## src/rtl/sacs_pkg.sv

```systemverilog
package sacs_pkg;
  localparam int         CH_CNT         = 8;
  localparam int         CH_W           = 3;
  localparam int         RES_W          = 10;
  localparam int         IDX_W          = 6;
  localparam logic [5:0] IDX_MODE       = 6'h00;
  localparam logic [5:0] IDX_CHEN       = 6'h01;
  localparam logic [5:0] IDX_START      = 6'h02;
  localparam logic [5:0] IDX_STAT       = 6'h03;
  localparam logic [1:0] IDX_DATA_SEL   = 2'h1;
  localparam int         MODE_SCAN_LSB  = 0;
  localparam int         MODE_RES8_BIT  = 2;
  localparam int         MODE_INTEN_BIT = 3;
  localparam int         MODE_REF_BIT   = 4;
  localparam int         MODE_GO_BIT    = 5;
  localparam int         MODE_HALT_BIT  = 6;
  localparam int         STAT_BUSY_BIT  = 0;
  localparam int         STAT_DONE_BIT  = 1;
  localparam int         STAT_CH_LSB    = 2;
  localparam int         STAT_PASS_BIT  = 5;
  localparam int         SPI_WR_BIT     = 7;
  localparam logic [1:0] SCAN_STEP      = 2'h0;
  localparam logic [1:0] SCAN_ONCE      = 2'h1;
  localparam logic [1:0] SCAN_LOOP      = 2'h2;
  localparam logic [1:0] SCAN_RST       = 2'h0;
  localparam logic       RES8_RST       = 1'b0;
  localparam logic       INTEN_RST      = 1'b0;
  localparam logic       REF_RST        = 1'b0;
  localparam logic [7:0] CHEN_RST       = 8'h00;
  localparam logic [2:0] START_RST      = 3'h0;
  localparam int         OSC_MAX_HZ     = 1_000_000;
  localparam int         CONV10_TIME_US = 14;
  localparam int         CONV8_TIME_US  = 12;
  localparam logic [3:0] CONV10_OSC     =
    4'(CONV10_TIME_US * OSC_MAX_HZ / 1_000_000);
  localparam logic [3:0] CONV8_OSC      =
    4'(CONV8_TIME_US * OSC_MAX_HZ / 1_000_000);
endpackage

```

## src/rtl/sacs_spi_slave.sv

```systemverilog
`timescale 1ns/1ns
`default_nettype none

module sacs_spi_slave (
  // system
  input  wire logic       sys_clk_i,
  input  wire logic       rst_i,
  // pins
  input  wire logic       sck_i,
  input  wire logic       mosi_i,
  input  wire logic       ce_i,
  output logic            miso_o,
  output logic            miso_oe_n_o,
  // byte side
  input  wire logic [7:0] tx_byte_i,
  output logic [7:0]      rx_byte_o,
  output logic            rx_valid_o,
  output logic            rx_first_o
);

  typedef struct packed {
    logic       sck_s1;
    logic       sck_s2;
    logic       sck_q;
    logic       mosi_s1;
    logic       mosi_s2;
    logic       ce_s1;
    logic       ce_s2;
    logic       first;
    logic       rx_valid;
    logic       rx_first;
    logic [2:0] cnt;
    logic [7:0] rx_sh;
    logic [7:0] tx_sh;
    logic [7:0] rx_byte;
  } sacs_spi_state_type;

  sacs_spi_state_type s_ff;
  sacs_spi_state_type nxt_s;

  always_comb begin
    nxt_s          = s_ff;
    nxt_s.sck_s1   = sck_i;
    nxt_s.sck_s2   = s_ff.sck_s1;
    nxt_s.sck_q    = s_ff.sck_s2;
    nxt_s.mosi_s1  = mosi_i;
    nxt_s.mosi_s2  = s_ff.mosi_s1;
    nxt_s.ce_s1    = ce_i;
    nxt_s.ce_s2    = s_ff.ce_s1;
    nxt_s.rx_valid = 1'b0;
    if (!s_ff.ce_s2) begin
      // idle link: counters cleared, next byte is an address
      nxt_s.cnt   = 3'h0;
      nxt_s.first = 1'b1; // [RULE11]
      nxt_s.tx_sh = 8'h00;
    end else begin
      if (s_ff.sck_s2 && !s_ff.sck_q) begin
        if (s_ff.cnt == 3'h0) begin
          nxt_s.tx_sh = tx_byte_i; // [RULE12]
        end else begin
          nxt_s.tx_sh = {s_ff.tx_sh[6:0], 1'b0}; // [RULE12]
        end
      end
      if (!s_ff.sck_s2 && s_ff.sck_q) begin
        nxt_s.rx_sh = {s_ff.rx_sh[6:0], s_ff.mosi_s2}; // [RULE12]
        nxt_s.cnt   = s_ff.cnt + 3'h1;
        if (s_ff.cnt == 3'h7) begin
          nxt_s.rx_byte  = {s_ff.rx_sh[6:0], s_ff.mosi_s2};
          nxt_s.rx_valid = 1'b1;
          nxt_s.rx_first = s_ff.first; // [RULE11]
          nxt_s.first    = 1'b0;
        end
      end
    end
  end

  always_ff @(posedge sys_clk_i) begin
    if (rst_i) begin
      s_ff <= '0;
    end else begin
      s_ff <= nxt_s;
    end
  end

  assign miso_o      = s_ff.tx_sh[7];
  assign miso_oe_n_o = ~s_ff.ce_s2; // [RULE11]
  assign rx_byte_o   = s_ff.rx_byte;
  assign rx_valid_o  = s_ff.rx_valid;
  assign rx_first_o  = s_ff.rx_first;

endmodule // sacs_spi_slave

`default_nettype wire

```

## src/rtl/sacs_top.sv

```systemverilog
`timescale 1ns/1ns
`default_nettype none

// Notes on behaviour
// [RULE1] each of eight channels has an enable
// [RULE2] scan starts at start channel, skips disabled
// [RULE3] modes: step per command, one pass, continuous
// [RULE4] ten-bit result split over two bytes
// [RULE5] eight-bit result kept in one byte
// [RULE6] ten-bit conversion takes fourteen oscillator periods
// [RULE7] eight-bit conversion takes twelve oscillator periods
// [RULE8] status register is read-only
// [RULE9] software enables the interrupt output
// [RULE10] reference is supply or channel zero
// [RULE11] chip enable low resets serial logic
// [RULE12] shift out leading, latch trailing, msb first
// [RULE13] bytes after address are data transfers
// [RULE14] interrupt pin is open-drain, low active
// [RULE15] channel search wraps from seven to zero
module sacs_top #(
  parameter int CH_CNT = sacs_pkg::CH_CNT
) (
  // system
  input  wire logic                        sys_clk_i,
  input  wire logic                        rst_i,
  // ahb-lite register slave
  input  wire logic                        hsel_i,
  input  wire logic [31:0]                 haddr_i,
  input  wire logic [1:0]                  htrans_i,
  input  wire logic                        hwrite_i,
  input  wire logic [2:0]                  hsize_i,
  input  wire logic [31:0]                 hwdata_i,
  input  wire logic                        hready_i,
  output logic [31:0]                      hrdata_o,
  output logic                             hreadyout_o,
  output logic                             hresp_o,
  // serial link pins
  input  wire logic                        sck_i,
  input  wire logic                        mosi_i,
  input  wire logic                        ce_i,
  output logic                             miso_o,
  output logic                             miso_oe_n_o,
  // interrupt pin, open-drain
  output logic                             int_n_o,
  output logic                             int_oe_n_o,
  // converter core
  input  wire logic                        osc_i,
  input  wire logic [sacs_pkg::RES_W-1:0]  conv_data_i,
  output logic [sacs_pkg::CH_W-1:0]        conv_chan_o,
  output logic                             conv_busy_o,
  output logic                             conv_8bit_o,
  output logic                             ref_sel_o
);

  import sacs_pkg::*;

  if (CH_CNT != 8) begin : g_bad_ch
    $error("sacs_top supports exactly eight channels");
  end

  // lengths are held in a four-bit counter; wider values would wrap
  if (CONV10_TIME_US * OSC_MAX_HZ / 1_000_000 > 15 ||
      CONV8_TIME_US * OSC_MAX_HZ / 1_000_000 > 15) begin : g_bad_osc
    $error("sacs_top conversion length exceeds counter");
  end

  // zero length would store on the aligning edge
  if (CONV10_OSC == 4'h0 || CONV8_OSC == 4'h0) begin : g_zero_osc
    $error("sacs_top needs nonzero conversion lengths");
  end

  // result byte split assumes a ten-bit converter
  if (RES_W != 10) begin : g_bad_res
    $error("sacs_top supports ten-bit results only");
  end

  typedef struct packed {
    logic            osc_s1;
    logic            osc_s2;
    logic            osc_q;
    logic [1:0]      scan;
    logic            res8;
    logic            int_en;
    logic            ref_sel;
    logic            go_req;
    logic            halt;
    logic [7:0]      chen;
    logic [2:0]      start_ch;
    logic [2:0]      cur_ch;
    logic [2:0]      first_ch;
    logic            busy;
    logic            done;
    logic            pass_end;
    logic [3:0]      osc_cnt;
    logic [7:0][7:0] res_hi;
    logic [7:0][7:0] res_lo;
    logic            spi_wr;
    logic [5:0]      spi_idx;
    logic            ahb_wr;
    logic [5:0]      ahb_idx;
    logic [7:0]      hrdata;
  } sacs_state_type;

  sacs_state_type s_ff;
  sacs_state_type nxt_s;
  logic [7:0]     tx_byte;
  logic [7:0]     rx_byte;
  logic           rx_valid;
  logic           rx_first;

  // first enabled channel at or after c, wrapping past seven
  function automatic logic [2:0] first_from(
    input logic [2:0] c,
    input logic [7:0] m
  );
    logic [2:0] k;
    logic [2:0] r;
    logic       hit;
    r   = c;
    hit = 1'b0;
    for (int i = 0; i < CH_CNT; i++) begin
      k = c + 3'(i); // [RULE15]
      if (!hit && m[k]) begin
        r   = k; // [RULE2]
        hit = 1'b1;
      end
    end
    return r;
  endfunction

  function automatic logic [7:0] rd_reg(
    input sacs_state_type s,
    input logic [5:0]     idx
  );
    logic [7:0] v;
    v = 8'h00;
    case (idx)
      IDX_MODE: begin
        v[MODE_SCAN_LSB +: 2] = s.scan;
        v[MODE_RES8_BIT]      = s.res8;
        v[MODE_INTEN_BIT]     = s.int_en;
        v[MODE_REF_BIT]       = s.ref_sel;
        v[MODE_HALT_BIT]      = s.halt;
      end
      IDX_CHEN: begin
        v = s.chen;
      end
      IDX_START: begin
        v[2:0] = s.start_ch;
      end
      IDX_STAT: begin
        v[STAT_BUSY_BIT]     = s.busy;
        v[STAT_DONE_BIT]     = s.done;
        v[STAT_CH_LSB +: 3]  = s.cur_ch;
        v[STAT_PASS_BIT]     = s.pass_end;
      end
      default: begin
        if (idx[5:4] == IDX_DATA_SEL) begin
          if (idx[0]) begin
            v = s.res_lo[idx[3:1]];
          end else begin
            v = s.res_hi[idx[3:1]];
          end
        end
      end
    endcase
    return v;
  endfunction

  function automatic sacs_state_type wr_reg(
    input sacs_state_type s,
    input logic [5:0]     idx,
    input logic [7:0]     d
  );
    sacs_state_type r;
    r = s;
    case (idx)
      IDX_MODE: begin
        r.scan    = d[MODE_SCAN_LSB +: 2]; // [RULE3]
        r.res8    = d[MODE_RES8_BIT];
        r.int_en  = d[MODE_INTEN_BIT]; // [RULE9]
        r.ref_sel = d[MODE_REF_BIT]; // [RULE10]
        r.go_req  = d[MODE_GO_BIT];
        r.halt    = s.halt | d[MODE_HALT_BIT];
      end
      IDX_CHEN: begin
        r.chen = d; // [RULE1]
      end
      IDX_START: begin
        r.start_ch = d[2:0];
        // the scan pointer only moves while idle
        if (!s.busy) begin
          r.cur_ch = d[2:0]; // [RULE2]
        end
      end
      default: begin
        // status and result bytes ignore writes
        r = s; // [RULE8]
      end
    endcase
    return r;
  endfunction

  always_comb begin
    logic       ok;
    logic       more;
    logic [2:0] nxt_ch;
    logic [3:0] last;
    ok            = 1'b0;
    more          = 1'b0;
    nxt_ch        = 3'h0;
    last          = s_ff.res8 ? CONV8_OSC : CONV10_OSC; // [RULE6] [RULE7]
    nxt_s         = s_ff;
    nxt_s.osc_s1  = osc_i;
    nxt_s.osc_s2  = s_ff.osc_s1;
    nxt_s.osc_q   = s_ff.osc_s2;
    nxt_s.go_req  = 1'b0;
    tx_byte       = rd_reg(s_ff, s_ff.spi_idx);

    // bus data phase: write lands at the end of it
    if (s_ff.ahb_wr) begin
      nxt_s = wr_reg(nxt_s, s_ff.ahb_idx, hwdata_i[7:0]);
    end

    // bus address phase; read data captured here
    nxt_s.ahb_wr = 1'b0;
    if (hsel_i && htrans_i[1] && hready_i) begin
      ok = (haddr_i[31:8] == 24'h000000) && (haddr_i[1:0] == 2'h0) &&
           (hsize_i == 3'h2);
      nxt_s.ahb_wr  = hwrite_i && ok;
      nxt_s.ahb_idx = haddr_i[7:2];
      nxt_s.hrdata  = ok ? rd_reg(s_ff, haddr_i[7:2]) : 8'h00;
      if (ok && !hwrite_i && haddr_i[7:2] == IDX_STAT) begin
        nxt_s.done     = 1'b0;
        nxt_s.pass_end = 1'b0;
      end
    end

    // serial link bytes
    if (rx_valid) begin
      if (rx_first) begin
        nxt_s.spi_idx = rx_byte[5:0]; // [RULE11]
        nxt_s.spi_wr  = rx_byte[SPI_WR_BIT];
      end else begin
        if (s_ff.spi_wr) begin
          nxt_s = wr_reg(nxt_s, s_ff.spi_idx, rx_byte); // [RULE13]
        end else if (s_ff.spi_idx == IDX_STAT) begin
          nxt_s.done     = 1'b0;
          nxt_s.pass_end = 1'b0;
        end
        nxt_s.spi_idx = s_ff.spi_idx + 6'h01; // [RULE13]
      end
    end

    // sequencer; placed last so a new event beats a clear
    if (!s_ff.busy) begin
      if (s_ff.go_req && (|s_ff.chen)) begin
        nxt_ch         = first_from(s_ff.cur_ch, s_ff.chen); // [RULE2]
        nxt_s.busy     = 1'b1;
        nxt_s.cur_ch   = nxt_ch;
        nxt_s.first_ch = nxt_ch;
        nxt_s.osc_cnt  = 4'h0;
        nxt_s.halt     = 1'b0;
        nxt_s.pass_end = 1'b0;
      end
    end else if (s_ff.osc_s2 && !s_ff.osc_q) begin
      // count 0 marks the aligning edge, so a full period follows
      if (s_ff.osc_cnt == last) begin
        if (s_ff.res8) begin
          nxt_s.res_hi[s_ff.cur_ch] = conv_data_i[RES_W-1 -: 8]; // [RULE5]
        end else begin
          nxt_s.res_hi[s_ff.cur_ch] = {6'h00, conv_data_i[9:8]}; // [RULE4]
          nxt_s.res_lo[s_ff.cur_ch] = conv_data_i[7:0]; // [RULE4]
        end
        nxt_ch        = first_from(s_ff.cur_ch + 3'h1, s_ff.chen); // [RULE15]
        nxt_s.cur_ch  = nxt_ch;
        nxt_s.done    = 1'b1;
        unique case (s_ff.scan)
          SCAN_LOOP: begin
            more = 1'b1; // [RULE3]
          end
          SCAN_ONCE: begin
            more = (nxt_ch != s_ff.first_ch); // [RULE3]
          end
          default: begin
            more = 1'b0; // [RULE3]
          end
        endcase
        more          = more && !s_ff.halt && (|s_ff.chen);
        nxt_s.busy    = more;
        nxt_s.osc_cnt = more ? 4'h1 : 4'h0;
        if (!more) begin
          nxt_s.halt     = 1'b0;
          nxt_s.pass_end = (s_ff.scan == SCAN_ONCE);
        end
      end else begin
        nxt_s.osc_cnt = s_ff.osc_cnt + 4'h1; // [RULE6] [RULE7]
      end
    end
  end

  always_ff @(posedge sys_clk_i) begin
    if (rst_i) begin
      s_ff          <= '0;
      s_ff.scan     <= SCAN_RST;
      s_ff.res8     <= RES8_RST;
      s_ff.int_en   <= INTEN_RST;
      s_ff.ref_sel  <= REF_RST;
      s_ff.chen     <= CHEN_RST;
      s_ff.start_ch <= START_RST;
      s_ff.cur_ch   <= START_RST;
    end else begin
      s_ff <= nxt_s;
    end
  end

  sacs_spi_slave u_spi (
    .sys_clk_i   (sys_clk_i),
    .rst_i       (rst_i),
    .sck_i       (sck_i),
    .mosi_i      (mosi_i),
    .ce_i        (ce_i),
    .miso_o      (miso_o),
    .miso_oe_n_o (miso_oe_n_o),
    .tx_byte_i   (tx_byte),
    .rx_byte_o   (rx_byte),
    .rx_valid_o  (rx_valid),
    .rx_first_o  (rx_first)
  );

  // zero-wait slave, never errors
  assign hreadyout_o = 1'b1;
  assign hresp_o     = 1'b0;
  assign hrdata_o    = {24'h000000, s_ff.hrdata};

  // pin only ever pulls low; pull-up gives the idle level
  assign int_n_o     = 1'b0; // [RULE14]
  assign int_oe_n_o  = ~(s_ff.int_en && s_ff.done); // [RULE9] [RULE14]

  assign conv_chan_o = s_ff.cur_ch;
  assign conv_busy_o = s_ff.busy;
  assign conv_8bit_o = s_ff.res8;
  assign ref_sel_o   = s_ff.ref_sel; // [RULE10]

endmodule // sacs_top

`default_nettype wire

```

## config.mk

```make
export PLATFORM = sky130hd
export DESIGN_NAME = sacs_top
export DESIGN_NICKNAME = d
export VERILOG_FILES = /design/src/rtl/sacs_pkg.sv /design/src/rtl/sacs_spi_slave.sv /design/src/rtl/sacs_top.sv
export SDC_FILE = /design/constraint.sdc
export NUM_CORES = 1
export LEC_CHECK = 0
export ABC_AREA = 1
export BUFFER_PORTS_ARGS = -buffer_cell sky130_fd_sc_hd__buf_4
export CORE_MARGIN = 10
export CORE_UTILIZATION = 38
export CTS_CLUSTER_SIZE = 40
export DETAILED_ROUTE_END_ITERATION = 6
export PLACE_DENSITY = 0.56
export SLEW_MARGIN = 20
export SYNTH_ARGS = -nofsm -noshare
export SYNTH_HDL_FRONTEND = slang
export SYNTH_HIERARCHICAL = 1
export SYNTH_SLANG_ARGS = --single-unit
```

## constraint.sdc

```tcl
create_clock -name sys_clk_i -period 8.5 [get_ports sys_clk_i]
set_clock_uncertainty 0.1 [all_clocks]
set_input_delay 0.85 -clock sys_clk_i [delete_from_list [all_inputs] [get_ports sys_clk_i]]
set_output_delay 0.85 -clock sys_clk_i [all_outputs]
set_load 0.01 [all_outputs]
```

-- After elaboration in Yosys (flattened, before gate mapping)
Cells that the tools add are included.
- logic and storage cells: 352
- register bits: 221
- input bits: 88
- add/subtract/negate cells: 17
- reductions and logical operators: 67
- bitwise operators: 5
- order comparisons: 18
- mux-type cells: 175
- eq/ne operators: 18
- operators with widths (operator ; number):
    two-way mux 181 bit ; 2
    two-way mux 128 bit ; 2
    bitwise mux 64 bit ; 3
    two-way mux 159 bit ; 1
    two-way mux 135 bit ; 1
    two-way mux 64 bit ; 2
    two-way mux 8 bit ; 14
    binary-select mux 8 bit (select 3 bit) ; 4
    two-way mux 1 bit ; 77
    two-way mux 3 bit ; 25
    < comparator 3 x 4 -> 1 bit (second input constant) ; 17
    binary-select mux 1 bit (select 3 bit) ; 15
    == test 6 x 2 -> 1 bit (second input constant) ; 5
    logical AND 1 bit ; 29
    two-way mux 7 bit ; 4
    two-way mux 25 bit ; 1
    adder 3 bit (second input constant) ; 8
    demux 8 bit (select 3 bit) ; 1
    zero test 24 bit ; 1
    one-hot mux 3 bit (4 select lines) ; 2
    zero test 1 bit ; 19
    == test 6 x 1 -> 1 bit (second input constant) ; 3
    zero test 6 bit ; 3
    one-hot mux 2 bit (4 select lines) ; 2
    30 further kinds ; 59

-- Depth between registers and ports, before layout
Gate-level depths: netlist of run 1.
- depth in word-level cells: 60
- depth in mapped cells: 31

-- Cells and area by module
The synthesis of run 1 kept the hierarchy.
- by module, submodules not included (module ; cells each ; instances ; area an instance (sq um)):
    sacs_top ; 1922 ; 1 ; 12030.3
    sacs_spi_slave ; 195 ; 1 ; 1511.4

-- Least setup slack after synthesis of run 1
Ideal clock, no wire load.
- path kind: register to register
- start point: register s_ff, in the netlist conv_chan_o[0]
- end point: register, netlist name s_ff[154]
- cell stages (with the launch flop): 27
- data required time: 8269 ps
- buffers on the path: 4
- setup slack: 5338 ps
- arrival: 2931 ps
- cells stage by stage: dfxtp_1 > buf_6 > inv_6 > buf_6 > buf_2 > ha_1 > inv_2 > buf_4 > nand3_1 > nand2_1 > nand2_1 > nand2_2 > nand3_4 > nor2_8 > nand4_4 > inv_2 > nor2_1 > nand2_2 > nand2_1 > nand2_1 > nand3_1 > o21bai_1 > nand2_1 > nand2_2 > nand3_1 > nand2_1 > a21oi_2
- RTL lines (element ; RTL line ; source):
    from (decl) ; sacs_top.sv:104 ; sacs_state_type s_ff;
    from (signal assigned) ; sacs_top.sv:313 ; s_ff <= nxt_s;

==> results of run 1 <==
==> flip-flops by register name, indices dropped and copies added (netlist names), 3 cells and up <==
| signal | flops |
|---|---|
| conv_chan_o | 3 |
| u_spi/rx_byte_o | 8 |
| u_spi/nxt_s | 4 |
| hrdata_o | 8 |
| s_ff | 170 |
| u_spi/s_ff | 21 |
==> layer usage <==
layer / share of wire, % / GRT usage [%]
met4: 2.1 / 5.56
met3: 9.4 / 3.44
met1: 44 / 30.6
met5: 0 / 0
met2: 44 / 33.2
==> how the worst min path moves through the flow <==
stage | startpoint | end | slack, ns | depth (start not counted)
finish | s_ff[183] | s_ff[182] | 0.30 | 2
global route | u_spi/nxt_s[30] | u_spi/s_ff[30] | 0.33 | 2
CTS | u_spi/nxt_s[30] | u_spi/s_ff[30] | 0.30 | 2
detailed placement | s_ff[183] | s_ff[182] | 0.30 | 2
global placement | u_spi/nxt_s[30] | u_spi/s_ff[30] | 0.30 | 2
floorplan | s_ff[183] | s_ff[182] | 0.29 | 2
==> cell usage after synthesis (10+ instances only) <==
master and instances:
sky130_fd_sc_hd__nand3_1 139, sky130_fd_sc_hd__nand2_2 23, sky130_fd_sc_hd__nor3_1 14, sky130_fd_sc_hd__o22ai_1 13, sky130_fd_sc_hd__o2111ai_1 10, sky130_fd_sc_hd__inv_1 196, sky130_fd_sc_hd__nand2_1 476, sky130_fd_sc_hd__a21oi_1 261
sky130_fd_sc_hd__nand4_1 20, sky130_fd_sc_hd__nor4_1 18, sky130_fd_sc_hd__dfxtp_1 220, sky130_fd_sc_hd__clkbuf_1 88, sky130_fd_sc_hd__o21ai_1 12, sky130_fd_sc_hd__o211ai_1 35, sky130_fd_sc_hd__ha_1 17, sky130_fd_sc_hd__buf_1 10
sky130_fd_sc_hd__buf_4 50, sky130_fd_sc_hd__a31oi_1 24, sky130_fd_sc_hd__o21ai_0 220, sky130_fd_sc_hd__nor2_1 169
==> critical path, delay by kind of cell, from the launching register on <==
kind / cells / cell delay (ns)
DFF: 1 / 0.75
buffers and inverters: 2 / 0.61
adders and majority gates: 1 / 0.72
AOI/OAI and AO/OA: 2 / 0.25
and+or+nand+nor: 21 / 1.96
==> report_power, final <==
| part | switching (mW) | internal [mW] | total [mW] |
|---|---|---|---|
| logic | 0.0952 | 0.0405 | 0.136 |
| clock network | 0.445 | 0.720 | 1.16 |
| registers | 0.00271 | 1.04 | 1.04 |
| total | 0.542 | 1.80 | 2.34 |
==> logic make-up (layout without fill, tap and decap cells) <==
| kind of cell | count (synthesis) | after routing |
|---|---|---|
| AO/OA/AOI/OAI | 612 | 612 |
| XOR/XNOR | 4 | 4 |
| adder cells (fa/ha/maj) | 17 | 17 |
| buffers and inverters | 376 | 359 |
| flip-flops | 220 | 220 |
| other | 2 | 27 |
| AND/OR/NAND/NOR | 886 | 886 |
==> layout make-up <==
class / instances / area [µm²]
inverter: 216 / 818
clock buffer: 36 / 739
timing repair buffer: 101 / 758
multi-input combinational: 1546 / 7590
tap: 461 / 577
clock inverter: 6 / 130
sequential: 220 / 4410
fill: 3823 / 20400
==> through the flow <==
stage	utilization, %	total power, mW	hold slack (ns)
6_report	42.4	2.34	0.303
4_1_cts	42.4	2.35	0.304
5_1_grt	42.4	2.41	0.327
2_1_floorplan	-	1.15	0.288
3_5_place_dp	40.0	1.19	0.296
3_3_place_gp	40.0	1.19	0.300
==> qor.csv, run 1 <==
stage,metric,value,unit
run_status,run status,finished clean,
timing,achievable clock frequency,224,MHz
timing,total of endpoints with negative setup slack in the final report,0,
detailed_routing,antenna-violating nets left,0,
synth,area share of the leading cell type in the synthesized netlist,32.5,%
floorplan,die span in y,209,µm
grt,number of global-route vias before repair,13110,
synth,Post-Synth Adder-Cell Area,1.57,%
timing,Worst-Margin Slew,1.03,ns
place,number of port buffers,79,
cts,depth of the CTS H-tree,1,
synth,top_reg_cell synth,sky130_fd_sc_hd__dfxtp_1,
cts,Clock Latency Late Sink,0.54,ns
pwr,PD cells,156,nW/µm²
cells_and_area,count of inserted antenna diode cells,0,
critical_path,Crit path required time,8.85,ns
grt,grt ovf,0,
synth,mean area per synthesized cell,6.40,µm²
synth,number of distinct standard cells referenced by the synthesized netlist,54,
cts,CTS tree,done,
synth,combinational family with the most area after synthesis,simple AND/OR/NAND/NOR gates,
cells_and_area,Layout Cell Area excl Fill,15000,µm²
cells_and_area,fraction of layout cells with a size suffix above 1,9.27,%
cts,clock tree sinks,220,
cts,hold-fix buffers at CTS,0,
critical_path,crit-path max cell delay,0.75,ns
synth,leading post-synthesis cells by cell area,"sky130_fd_sc_hd__dfxtp_1 (33%), sky130_fd_sc_hd__nand2_1 (13%), sky130_fd_sc_hd__a21oi_1 (9.6%)",
floorplan,Top Ports,132,
timing,sum of negative setup slack,0,ns
cells_and_area,final-stage net count,2216,
detailed_routing,number of vias per cell,5.56,
run,max_cap viols,0,
timing,Max-slew headroom,30.8,%
detailed_routing,Post-route DRC,0,
pwr,VDD IR-drop max,0.000133,V
critical_path,worst reg2reg setup slack,4.04,ns
critical_path,"Max stage delay cell, worst path",sky130_fd_sc_hd__dfxtp_1,
place,final weighted congestion of routability-driven global placement,0.919,
cells_and_area,area added between synthesis and finish,10.9,%
min_path,worst min-delay path class,flop to flop,
detailed_routing,detailed-routing iteration count for the pre-antenna-repair pass,6,
synth,xor and xnor area share after synthesis,0.259,%
critical_path,Reg2Reg Capture Point,s_ff[154],
cts,total CTS buffers,26,
synth,library cell occupying the most area in the post-synthesis netlist,sky130_fd_sc_hd__dfxtp_1,
critical_path,crit path max fanout,14,
synth,Post-synth EDFFs,0,
pwr,Leak Pwr,5.73,nW
critical_path,launching element type of the critical path,flop,
grt,largest net degree at the start of global routing,94,
timing,final critical-path required period,4.46,ns
critical_path,data arrival time of the critical path,4.81,ns
grt,number of antenna violations at the first check in global routing,0,
timing,share of the clock period used by the worst path,52.5,%
cells_and_area,most frequent standard cell in the layout excluding fill and tap cells,sky130_fd_sc_hd__nand2_1,
cts,number of setup buffers added after CTS,0,
timing,"Worst Setup Slack, final",4.04,ns
cells_and_area,non-filler instance count after layout,2586,
synth,Netlist Area Pre-Place,13500,µm²
place,detailed placement HPWL,34.3,mm
synth,part of the Yosys area used for sequential elements,32.5,%
critical_path,critical path launch point,conv_chan_o[1],
cts,Clock Tree Root,sky130_fd_sc_hd__clkbuf_16,
floorplan,placeable core area,35400,µm²
detailed_routing,routed wire length,49.3,mm
place,Post-Place Worst Slack,4.09,ns
grt,first-pass GRT wire length,76.8,mm
floorplan,std cell rows,69,
critical_path,RR Startpoint,conv_chan_o[1],
timing,"Hold Vio Cnt, Final",0,
detailed_routing,average wire length per cell after detail routing,19.0,µm
place,count of placed standard cells including taps,2544,
critical_path,critical path class,flop to flop,
floorplan,Die Width,209,µm
critical_path,Critical Path Most Common Cell,sky130_fd_sc_hd__nand2_1,
synth,count of state elements after synthesis,220,
timing,max-slew violation count,0,
critical_path,number of cell instances on the worst register-to-register path,26,
cts,number of buffers between clock root and the deepest sink,3,
synth,share of flip-flops with an asynchronous set or reset after synthesis,0,%
synth,area fraction in compound gates after synthesis,24.9,%
cells_and_area,"commonest cells after routing, fill and taps aside","sky130_fd_sc_hd__nand2_1 (476), sky130_fd_sc_hd__a21oi_1 (261), sky130_fd_sc_hd__o21ai_0 (220), sky130_fd_sc_hd__dfxtp_1 (219), sky130_fd_sc_hd__inv_1 (196)",
critical_path,Worst setup EP type,flop,
synth,"share of synthesized cell area in and, or, nand and nor gates",28.5,%
synth,number of warnings reported in the yosys synthesis log,6,
grt,GRT Resource Usage Total,21.6,%
place,placed inst area,14100,µm²
timing,unrepaired setup endpoints after global routing,false,
cts,"Clk pin slew, worst setup/hold paths",0.06,ns
detailed_routing,Starting DRT DRC Count,1627,
critical_path,Worst setup endpoint,s_ff[154],
synth,Mapped Cells,2117,
cts,post-cts sizing count,0,
floorplan,die area,43600,µm²
synth,multiplexer share of the synthesized area,0,%
detailed_routing,total vias in the final route,14375,
floorplan,Initial Utilization,38.3,%
Power figures use the tool's default switching activity.
==> inputs of run 2 (changes only) <==
--- a/config.mk
+++ b/config.mk
@@ -11,7 +11,7 @@
 export CORE_UTILIZATION = 38
 export CTS_CLUSTER_SIZE = 40
 export DETAILED_ROUTE_END_ITERATION = 6
-export PLACE_DENSITY = 0.56
+export PLACE_DENSITY = 0.58
 export SLEW_MARGIN = 20
 export SYNTH_ARGS = -nofsm -noshare
 export SYNTH_HDL_FRONTEND = slang
==> constraint.sdc (replaced) <==
create_clock -name sys_clk_i -period 3.75 [get_ports sys_clk_i]
set_clock_uncertainty 0.1 [all_clocks]
set_input_delay 0.375 -clock sys_clk_i [delete_from_list [all_inputs] [get_ports sys_clk_i]]
set_output_delay 0.375 -clock sys_clk_i [all_outputs]
set_load 0.01 [all_outputs]
==> qor.csv, run 2 (synthesis gave the netlist of run 1 again) <==
stage,metric,value,unit
grt,GRT Resource Usage Total,21.5,%
cells_and_area,Layout Cell Area excl Fill,15300,µm²
cts,post-cts sizing count,0,
critical_path,Critical Path Most Common Cell,sky130_fd_sc_hd__nand2_1,
critical_path,launching element type of the critical path,flop,
floorplan,Die Width,209,µm
floorplan,Top Ports,132,
cells_and_area,"commonest cells after routing, fill and taps aside","sky130_fd_sc_hd__nand2_1 (476), sky130_fd_sc_hd__a21oi_1 (261), sky130_fd_sc_hd__o21ai_0 (220), sky130_fd_sc_hd__dfxtp_1 (219), sky130_fd_sc_hd__inv_1 (196)",
detailed_routing,routed wire length,49.3,mm
cells_and_area,fraction of layout cells with a size suffix above 1,10.6,%
cts,depth of the CTS H-tree,1,
timing,Max-slew headroom,39.7,%
place,Post-Place Worst Slack,0.492,ns
floorplan,placeable core area,35400,µm²
cts,"Clk pin slew, worst setup/hold paths",0.07,ns
detailed_routing,Post-route DRC,0,
timing,max-slew violation count,0,
pwr,Sw Pwr,1.32,mW
cells_and_area,Regs by FF count,"s_ff x170, u_spi/s_ff x21",
place,count of placed standard cells including taps,2567,
detailed_routing,number of vias per cell,5.57,
pwr,total power of the final layout,5.28,mW
critical_path,crit-path max cell delay,0.40,ns
cts,Clock Latency Late Sink,0.55,ns
cells_and_area,final-stage net count,2246,
detailed_routing,total vias in the final route,14611,
detailed_routing,detailed-routing iteration count for the pre-antenna-repair pass,5,
cells_and_area,non-filler instance count after layout,2622,
pwr,Leak Pwr,5.88,nW
place,final weighted congestion of routability-driven global placement,0.957,
timing,worst hold margin,0.0238,ns
timing,achievable clock frequency,303,MHz
grt,number of antenna violations at the first check in global routing,0,
pwr,VDD IR-drop max,0.000364,V
cts,Clock Tree Root,sky130_fd_sc_hd__clkbuf_16,
critical_path,"Max stage delay cell, worst path",sky130_fd_sc_hd__dfxtp_1,
timing,total of endpoints with negative setup slack in the final report,0,
detailed_routing,antenna-violating nets left,0,
timing,unrepaired setup endpoints after global routing,false,
cells_and_area,fill cell instance count of the final layout,3773,
pwr,part of the power in combinational logic,6.1,%
place,number of port buffers,79,
pwr,sequential power share,44.5,%
floorplan,Initial Utilization,38.3,%
cts,total CTS buffers,27,
critical_path,Worst setup endpoint,s_ff[154],
grt,largest net degree at the start of global routing,94,
critical_path,worst reg2reg setup slack,0.45,ns
critical_path,number of cell instances on the worst register-to-register path,27,
critical_path,critical path launch point,conv_chan_o[0],
place,placed inst area,14400,µm²
floorplan,die span in y,209,µm
cells_and_area,count of inserted antenna diode cells,0,
timing,Worst-Margin Slew,0.898,ns
critical_path,Reg2Reg Capture Point,s_ff[154],
pwr,switching share of total power,25.1,%
cts,CTS tree,done,
cts,number of buffers between clock root and the deepest sink,3,
cells_and_area,max reg flops,170,
run_status,run status,finished clean,
critical_path,critical path class,flop to flop,
critical_path,Worst setup EP type,flop,
grt,first-pass GRT wire length,76.4,mm
grt,grt ovf,0,
timing,final critical-path required period,3.30,ns
cells_and_area,top register by number of flip-flops,s_ff,
timing,sum of negative setup slack,0,ns
cells_and_area,end-of-flow core utilization,43.2,%
critical_path,Crit path required time,4.05,ns
pwr,cell-internal power,3.96,mW
detailed_routing,Starting DRT DRC Count,1628,
detailed_routing,average wire length per cell after detail routing,18.8,µm
place,detailed placement HPWL,35.2,mm
critical_path,crit path max fanout,26,
pwr,Clock power frac,49.4,%
timing,"Worst Setup Slack, final",0.453,ns
floorplan,die area,43600,µm²
cells_and_area,most frequent standard cell in the layout excluding fill and tap cells,sky130_fd_sc_hd__nand2_1,
timing,share of the clock period used by the worst path,87.9,%
cts,clock tree sinks,220,
critical_path,RR Startpoint,conv_chan_o[0],
cells_and_area,area of the multi-input gates,7590,µm²
floorplan,std cell rows,69,
pwr,PD cells,345,nW/µm²
run,max_cap viols,0,
grt,number of global-route vias before repair,13261,
timing,"Hold Vio Cnt, Final",0,
critical_path,data arrival time of the critical path,3.59,ns
cells_and_area,area of all sequential standard cells,4410,µm²
cells_and_area,area added between synthesis and finish,13.0,%
min_path,worst min-delay path class,input port to flop,
[run 2: changes by cell type in the layout (fill, tap and decap cells not counted), sizes merged, moves of 2 or more]
| cell | change |
|---|---|
| dlygate4sd3 | +6 |
| inv | +2 |
| clkinvlp | +5 |
| bufinv | -3 |
| clkinv | +4 |
| buf | +23 |
[run 2: worst min path at each step]
| stage | cells after the start | to | from | slack (ns) |
|---|---|---|---|---|
| finish | 3 | s_ff[175] | hwdata_i[5] | 0.02 |
| global route | 3 | s_ff[175] | hwdata_i[5] | 0.03 |
| CTS | 3 | s_ff[175] | hwdata_i[5] | 0.009 |
| detailed placement | 2 | u_spi/s_ff[32] | u_spi/nxt_s[32] | 0.30 |
| global placement | 2 | s_ff[182] | s_ff[183] | 0.30 |
| floorplan | 2 | s_ff[182] | s_ff[183] | 0.29 |
[run 2: critical path, delay by kind of cell (launching register included)]
| family | cells | cell delay, ns |
|---|---|---|
| compound gates | 2 | 0.11 |
| fa+ha+maj | 1 | 0.28 |
| buf+inv | 2 | 0.41 |
| flops | 1 | 0.40 |
| simple gates | 22 | 1.82 |
[run 2: power by group through the flow]
stage | combinational (mW) | clock, mW | sequential, mW
final | 0.323 | 2.61 | 2.35
after global routing | 0.349 | 2.74 | 2.35
after CTS | 0.316 | 2.64 | 2.35
after detailed placement | 0.310 | 0 | 2.40
after global placement | 0.306 | 0 | 2.40
after floorplan | 0.194 | 0 | 2.40
[run 2: repair_timing]
| item | in CTS | in global routing |
|---|---|---|
| hold endpoints to repair | 6 | 0 |
| setup buffers | 0 | 0 |
| hold buffers | 6 | 0 |
[run 2: final cells by class]
| cell class | count | share of cell area, % |
|---|---|---|
| multi-input cells | 1546 | 49.6 |
| flip-flops and latches | 220 | 28.8 |
| repair buffers | 130 | 6.72 |
| inverters | 216 | 5.35 |
| clock buffers | 35 | 5.01 |
| well taps | 461 | 3.77 |
| clock inverters | 14 | 0.769 |
[run 2: metal layers]
layer	part of all wire [%]	vias to the layer above	global-route usage (%)
li1	-	7087	-
met4	2.3	0	5.41
met1	45	6744	29.9
met5	0	-	0
met3	9.6	91	3.79
met2	43	689	33.4
==> inputs of run 3 (changes only) <==
--- a/config.mk
+++ b/config.mk
@@ -7,11 +7,13 @@
 export LEC_CHECK = 0
 export ABC_AREA = 1
 export BUFFER_PORTS_ARGS = -buffer_cell sky130_fd_sc_hd__buf_4
+export CELL_PAD_IN_SITES_DETAIL_PLACEMENT = 0
+export CELL_PAD_IN_SITES_GLOBAL_PLACEMENT = 1
 export CORE_MARGIN = 10
 export CORE_UTILIZATION = 38
 export CTS_CLUSTER_SIZE = 40
 export DETAILED_ROUTE_END_ITERATION = 6
-export PLACE_DENSITY = 0.58
+export PLACE_DENSITY = 0.75
 export SLEW_MARGIN = 20
 export SYNTH_ARGS = -nofsm -noshare
 export SYNTH_HDL_FRONTEND = slang
==> constraint.sdc (replaced) <==
create_clock -name sys_clk_i -period 3.9 [get_ports sys_clk_i]
set_clock_uncertainty 0.1 [all_clocks]
set_input_delay 0.39 -clock sys_clk_i [delete_from_list [all_inputs] [get_ports sys_clk_i]]
set_output_delay 0.39 -clock sys_clk_i [all_outputs]
set_load 0.01 [all_outputs]
==> qor.csv, run 3 (synthesis gave the netlist of run 1 again) <==
stage,metric,value,unit
timing,"Hold Vio Cnt, Final",0,
run_status,run status,finished clean,
timing,Max-slew headroom,30.1,%
cells_and_area,most frequent standard cell in the layout excluding fill and tap cells,sky130_fd_sc_hd__nand2_1,
timing,unrepaired setup endpoints after global routing,false,
cells_and_area,area added between synthesis and finish,13.1,%
critical_path,crit path max fanout,14,
pwr,total power of the final layout,5.12,mW
detailed_routing,total vias in the final route,14473,
critical_path,Worst setup EP type,flop,
cts,Clock Tree Root,sky130_fd_sc_hd__clkbuf_16,
cts,CTS tree,done,
pwr,PD cells,334,nW/µm²
detailed_routing,average wire length per cell after detail routing,19.5,µm
critical_path,critical path class,flop to flop,
cts,depth of the CTS H-tree,1,
cts,post-cts sizing count,0,
cells_and_area,area of the multi-input gates,7590,µm²
detailed_routing,number of vias per cell,5.52,
place,detailed placement HPWL,36.6,mm
critical_path,data arrival time of the critical path,3.72,ns
grt,largest net degree at the start of global routing,74,
timing,final critical-path required period,3.41,ns
pwr,VDD IR-drop max,0.000284,V
cells_and_area,fraction of layout cells with a size suffix above 1,10.6,%
floorplan,die span in y,209,µm
timing,achievable clock frequency,293,MHz
critical_path,Crit path required time,4.21,ns
cts,"Clk pin slew, worst setup/hold paths",0.06,ns
timing,Worst-Margin Slew,1.04,ns
cts,number of buffers between clock root and the deepest sink,3,
grt,grt ovf,0,
cells_and_area,end-of-flow core utilization,43.3,%
place,number of port buffers,79,
cts,number of setup buffers added after CTS,0,
cells_and_area,top register by number of flip-flops,s_ff,
timing,total of endpoints with negative setup slack in the final report,0,
detailed_routing,Starting DRT DRC Count,1343,
floorplan,die area,43600,µm²
cts,total CTS buffers,27,
timing,max-slew violation count,0,
timing,share of the clock period used by the worst path,87.4,%
cts,hold-fix buffers at CTS,4,
cells_and_area,Layout Cell Area excl Fill,15300,µm²
critical_path,launching element type of the critical path,flop,
pwr,Leak Pwr,5.91,nW
floorplan,Top Ports,132,
floorplan,Initial Utilization,38.3,%
place,placed inst area,14400,µm²
detailed_routing,detailed-routing iteration count for the pre-antenna-repair pass,6,
cells_and_area,area of all sequential standard cells,4410,µm²
cts,clock tree sinks,220,
cells_and_area,"commonest cells after routing, fill and taps aside","sky130_fd_sc_hd__nand2_1 (476), sky130_fd_sc_hd__a21oi_1 (261), sky130_fd_sc_hd__o21ai_0 (220), sky130_fd_sc_hd__dfxtp_1 (219), sky130_fd_sc_hd__inv_1 (196)",
floorplan,placeable core area,35400,µm²
run,max_cap viols,0,
floorplan,Die Width,209,µm
place,final weighted congestion of routability-driven global placement,0.928,
detailed_routing,Post-route DRC,0,
detailed_routing,routed wire length,51.1,mm
grt,number of antenna violations at the first check in global routing,1,
cells_and_area,max reg flops,170,
cells_and_area,final-stage net count,2252,
grt,number of global-route vias before repair,13363,
grt,first-pass GRT wire length,78.2,mm
cts,Clock Latency Late Sink,0.56,ns
grt,GRT Resource Usage Total,22.2,%
floorplan,std cell rows,69,
timing,sum of negative setup slack,0,ns
min_path,worst min-delay path class,input port to flop,
cells_and_area,fill cell instance count of the final layout,3755,
cells_and_area,Regs by FF count,"s_ff x170, u_spi/s_ff x21",
detailed_routing,antenna-violating nets left,0,
run 3: cell types whose count changed in the layout (fill, tap and decap cells not counted), sizes merged:
cell | previous run | this run
buf | 124 | 132
diode | 0 | 1
dlygate4sd3 | 6 | 4
clkbuf | 35 | 36
inv | 209 | 208
clkinv | 15 | 12
bufinv | 1 | 3
clkinvlp | 5 | 1
run 3: final cells by class:
type	instances	share of cell area [%]
Timing Repair Buffer	136	6.89
Inverter	216	5.34
Tap cell	461	3.77
Sequential cell	220	28.8
Multi-Input combinational cell	1546	49.5
Clock inverter	8	0.817
Clock buffer	36	4.89
Antenna cell	1	0.0163
run 3: worst paths after layout:
kind	start	to	slack [ns]	depth (start not counted)
worst min register to register	u_spi/nxt_s[35]	u_spi/nxt_s[34]	0.30	2
worst max register to register	conv_chan_o[0]	s_ff[154]	0.49	26
worst max-delay path	conv_chan_o[0]	s_ff[154]	0.49	26
worst min-delay path	hwdata_i[5]	s_ff[175]	0.03	3
run 3: per-layer routing:
| metal | share of wire (%) | vias to the layer above | GRT usage (%) |
|---|---|---|---|
| li1 | - | 7113 | - |
| met1 | 44 | 6636 | 30.1 |
| met3 | 8.8 | 110 | 4.25 |
| met5 | 0 | - | 0 |
| met2 | 44 | 614 | 34.3 |
| met4 | 3.1 | 0 | 7.74 |
run 3: critical path, cell delays in order, from the launching register on:
cell,delay (ns)
sky130_fd_sc_hd__dfxtp_1,0.40
sky130_fd_sc_hd__inv_6,0.03
sky130_fd_sc_hd__ha_1,0.42
sky130_fd_sc_hd__inv_2,0.27
sky130_fd_sc_hd__nand2_1,0.08
sky130_fd_sc_hd__nand2_1,0.20
sky130_fd_sc_hd__nand2_1,0.09
sky130_fd_sc_hd__nand2_1,0.12
sky130_fd_sc_hd__nand2_1,0.07
sky130_fd_sc_hd__nand2_2,0.12
sky130_fd_sc_hd__nand3_1,0.13
sky130_fd_sc_hd__nand2_1,0.10
sky130_fd_sc_hd__nand2_1,0.05
sky130_fd_sc_hd__nand2_1,0.07
sky130_fd_sc_hd__nand2_1,0.05
sky130_fd_sc_hd__nand3_1,0.06
sky130_fd_sc_hd__nand2_1,0.07
sky130_fd_sc_hd__nand2_2,0.08
sky130_fd_sc_hd__nand2_1,0.05
sky130_fd_sc_hd__nand2_1,0.05
sky130_fd_sc_hd__nand3_1,0.07
sky130_fd_sc_hd__o21bai_1,0.17
sky130_fd_sc_hd__nand2_1,0.08
sky130_fd_sc_hd__nand2_2,0.10
sky130_fd_sc_hd__nand3_1,0.07
sky130_fd_sc_hd__nand2_1,0.11
sky130_fd_sc_hd__a21oi_2,0.05
run 3: power breakdown:
part	switching [mW]	internal, mW
sequential	0.00603	2.26
combinational	0.213	0.0979
clock	1.01	1.53
run 3: stage by stage:
step	hold WS [ns]	instances	setup slack (ns)
2_1_floorplan	0.288	2142	0.738
3_3_place_gp	0.299	2575	0.524
3_5_place_dp	0.296	2575	0.508
4_1_cts	0.00973	2623	0.490
5_1_grt	0.0261	2623	0.141
6_report	0.0270	2624	0.491
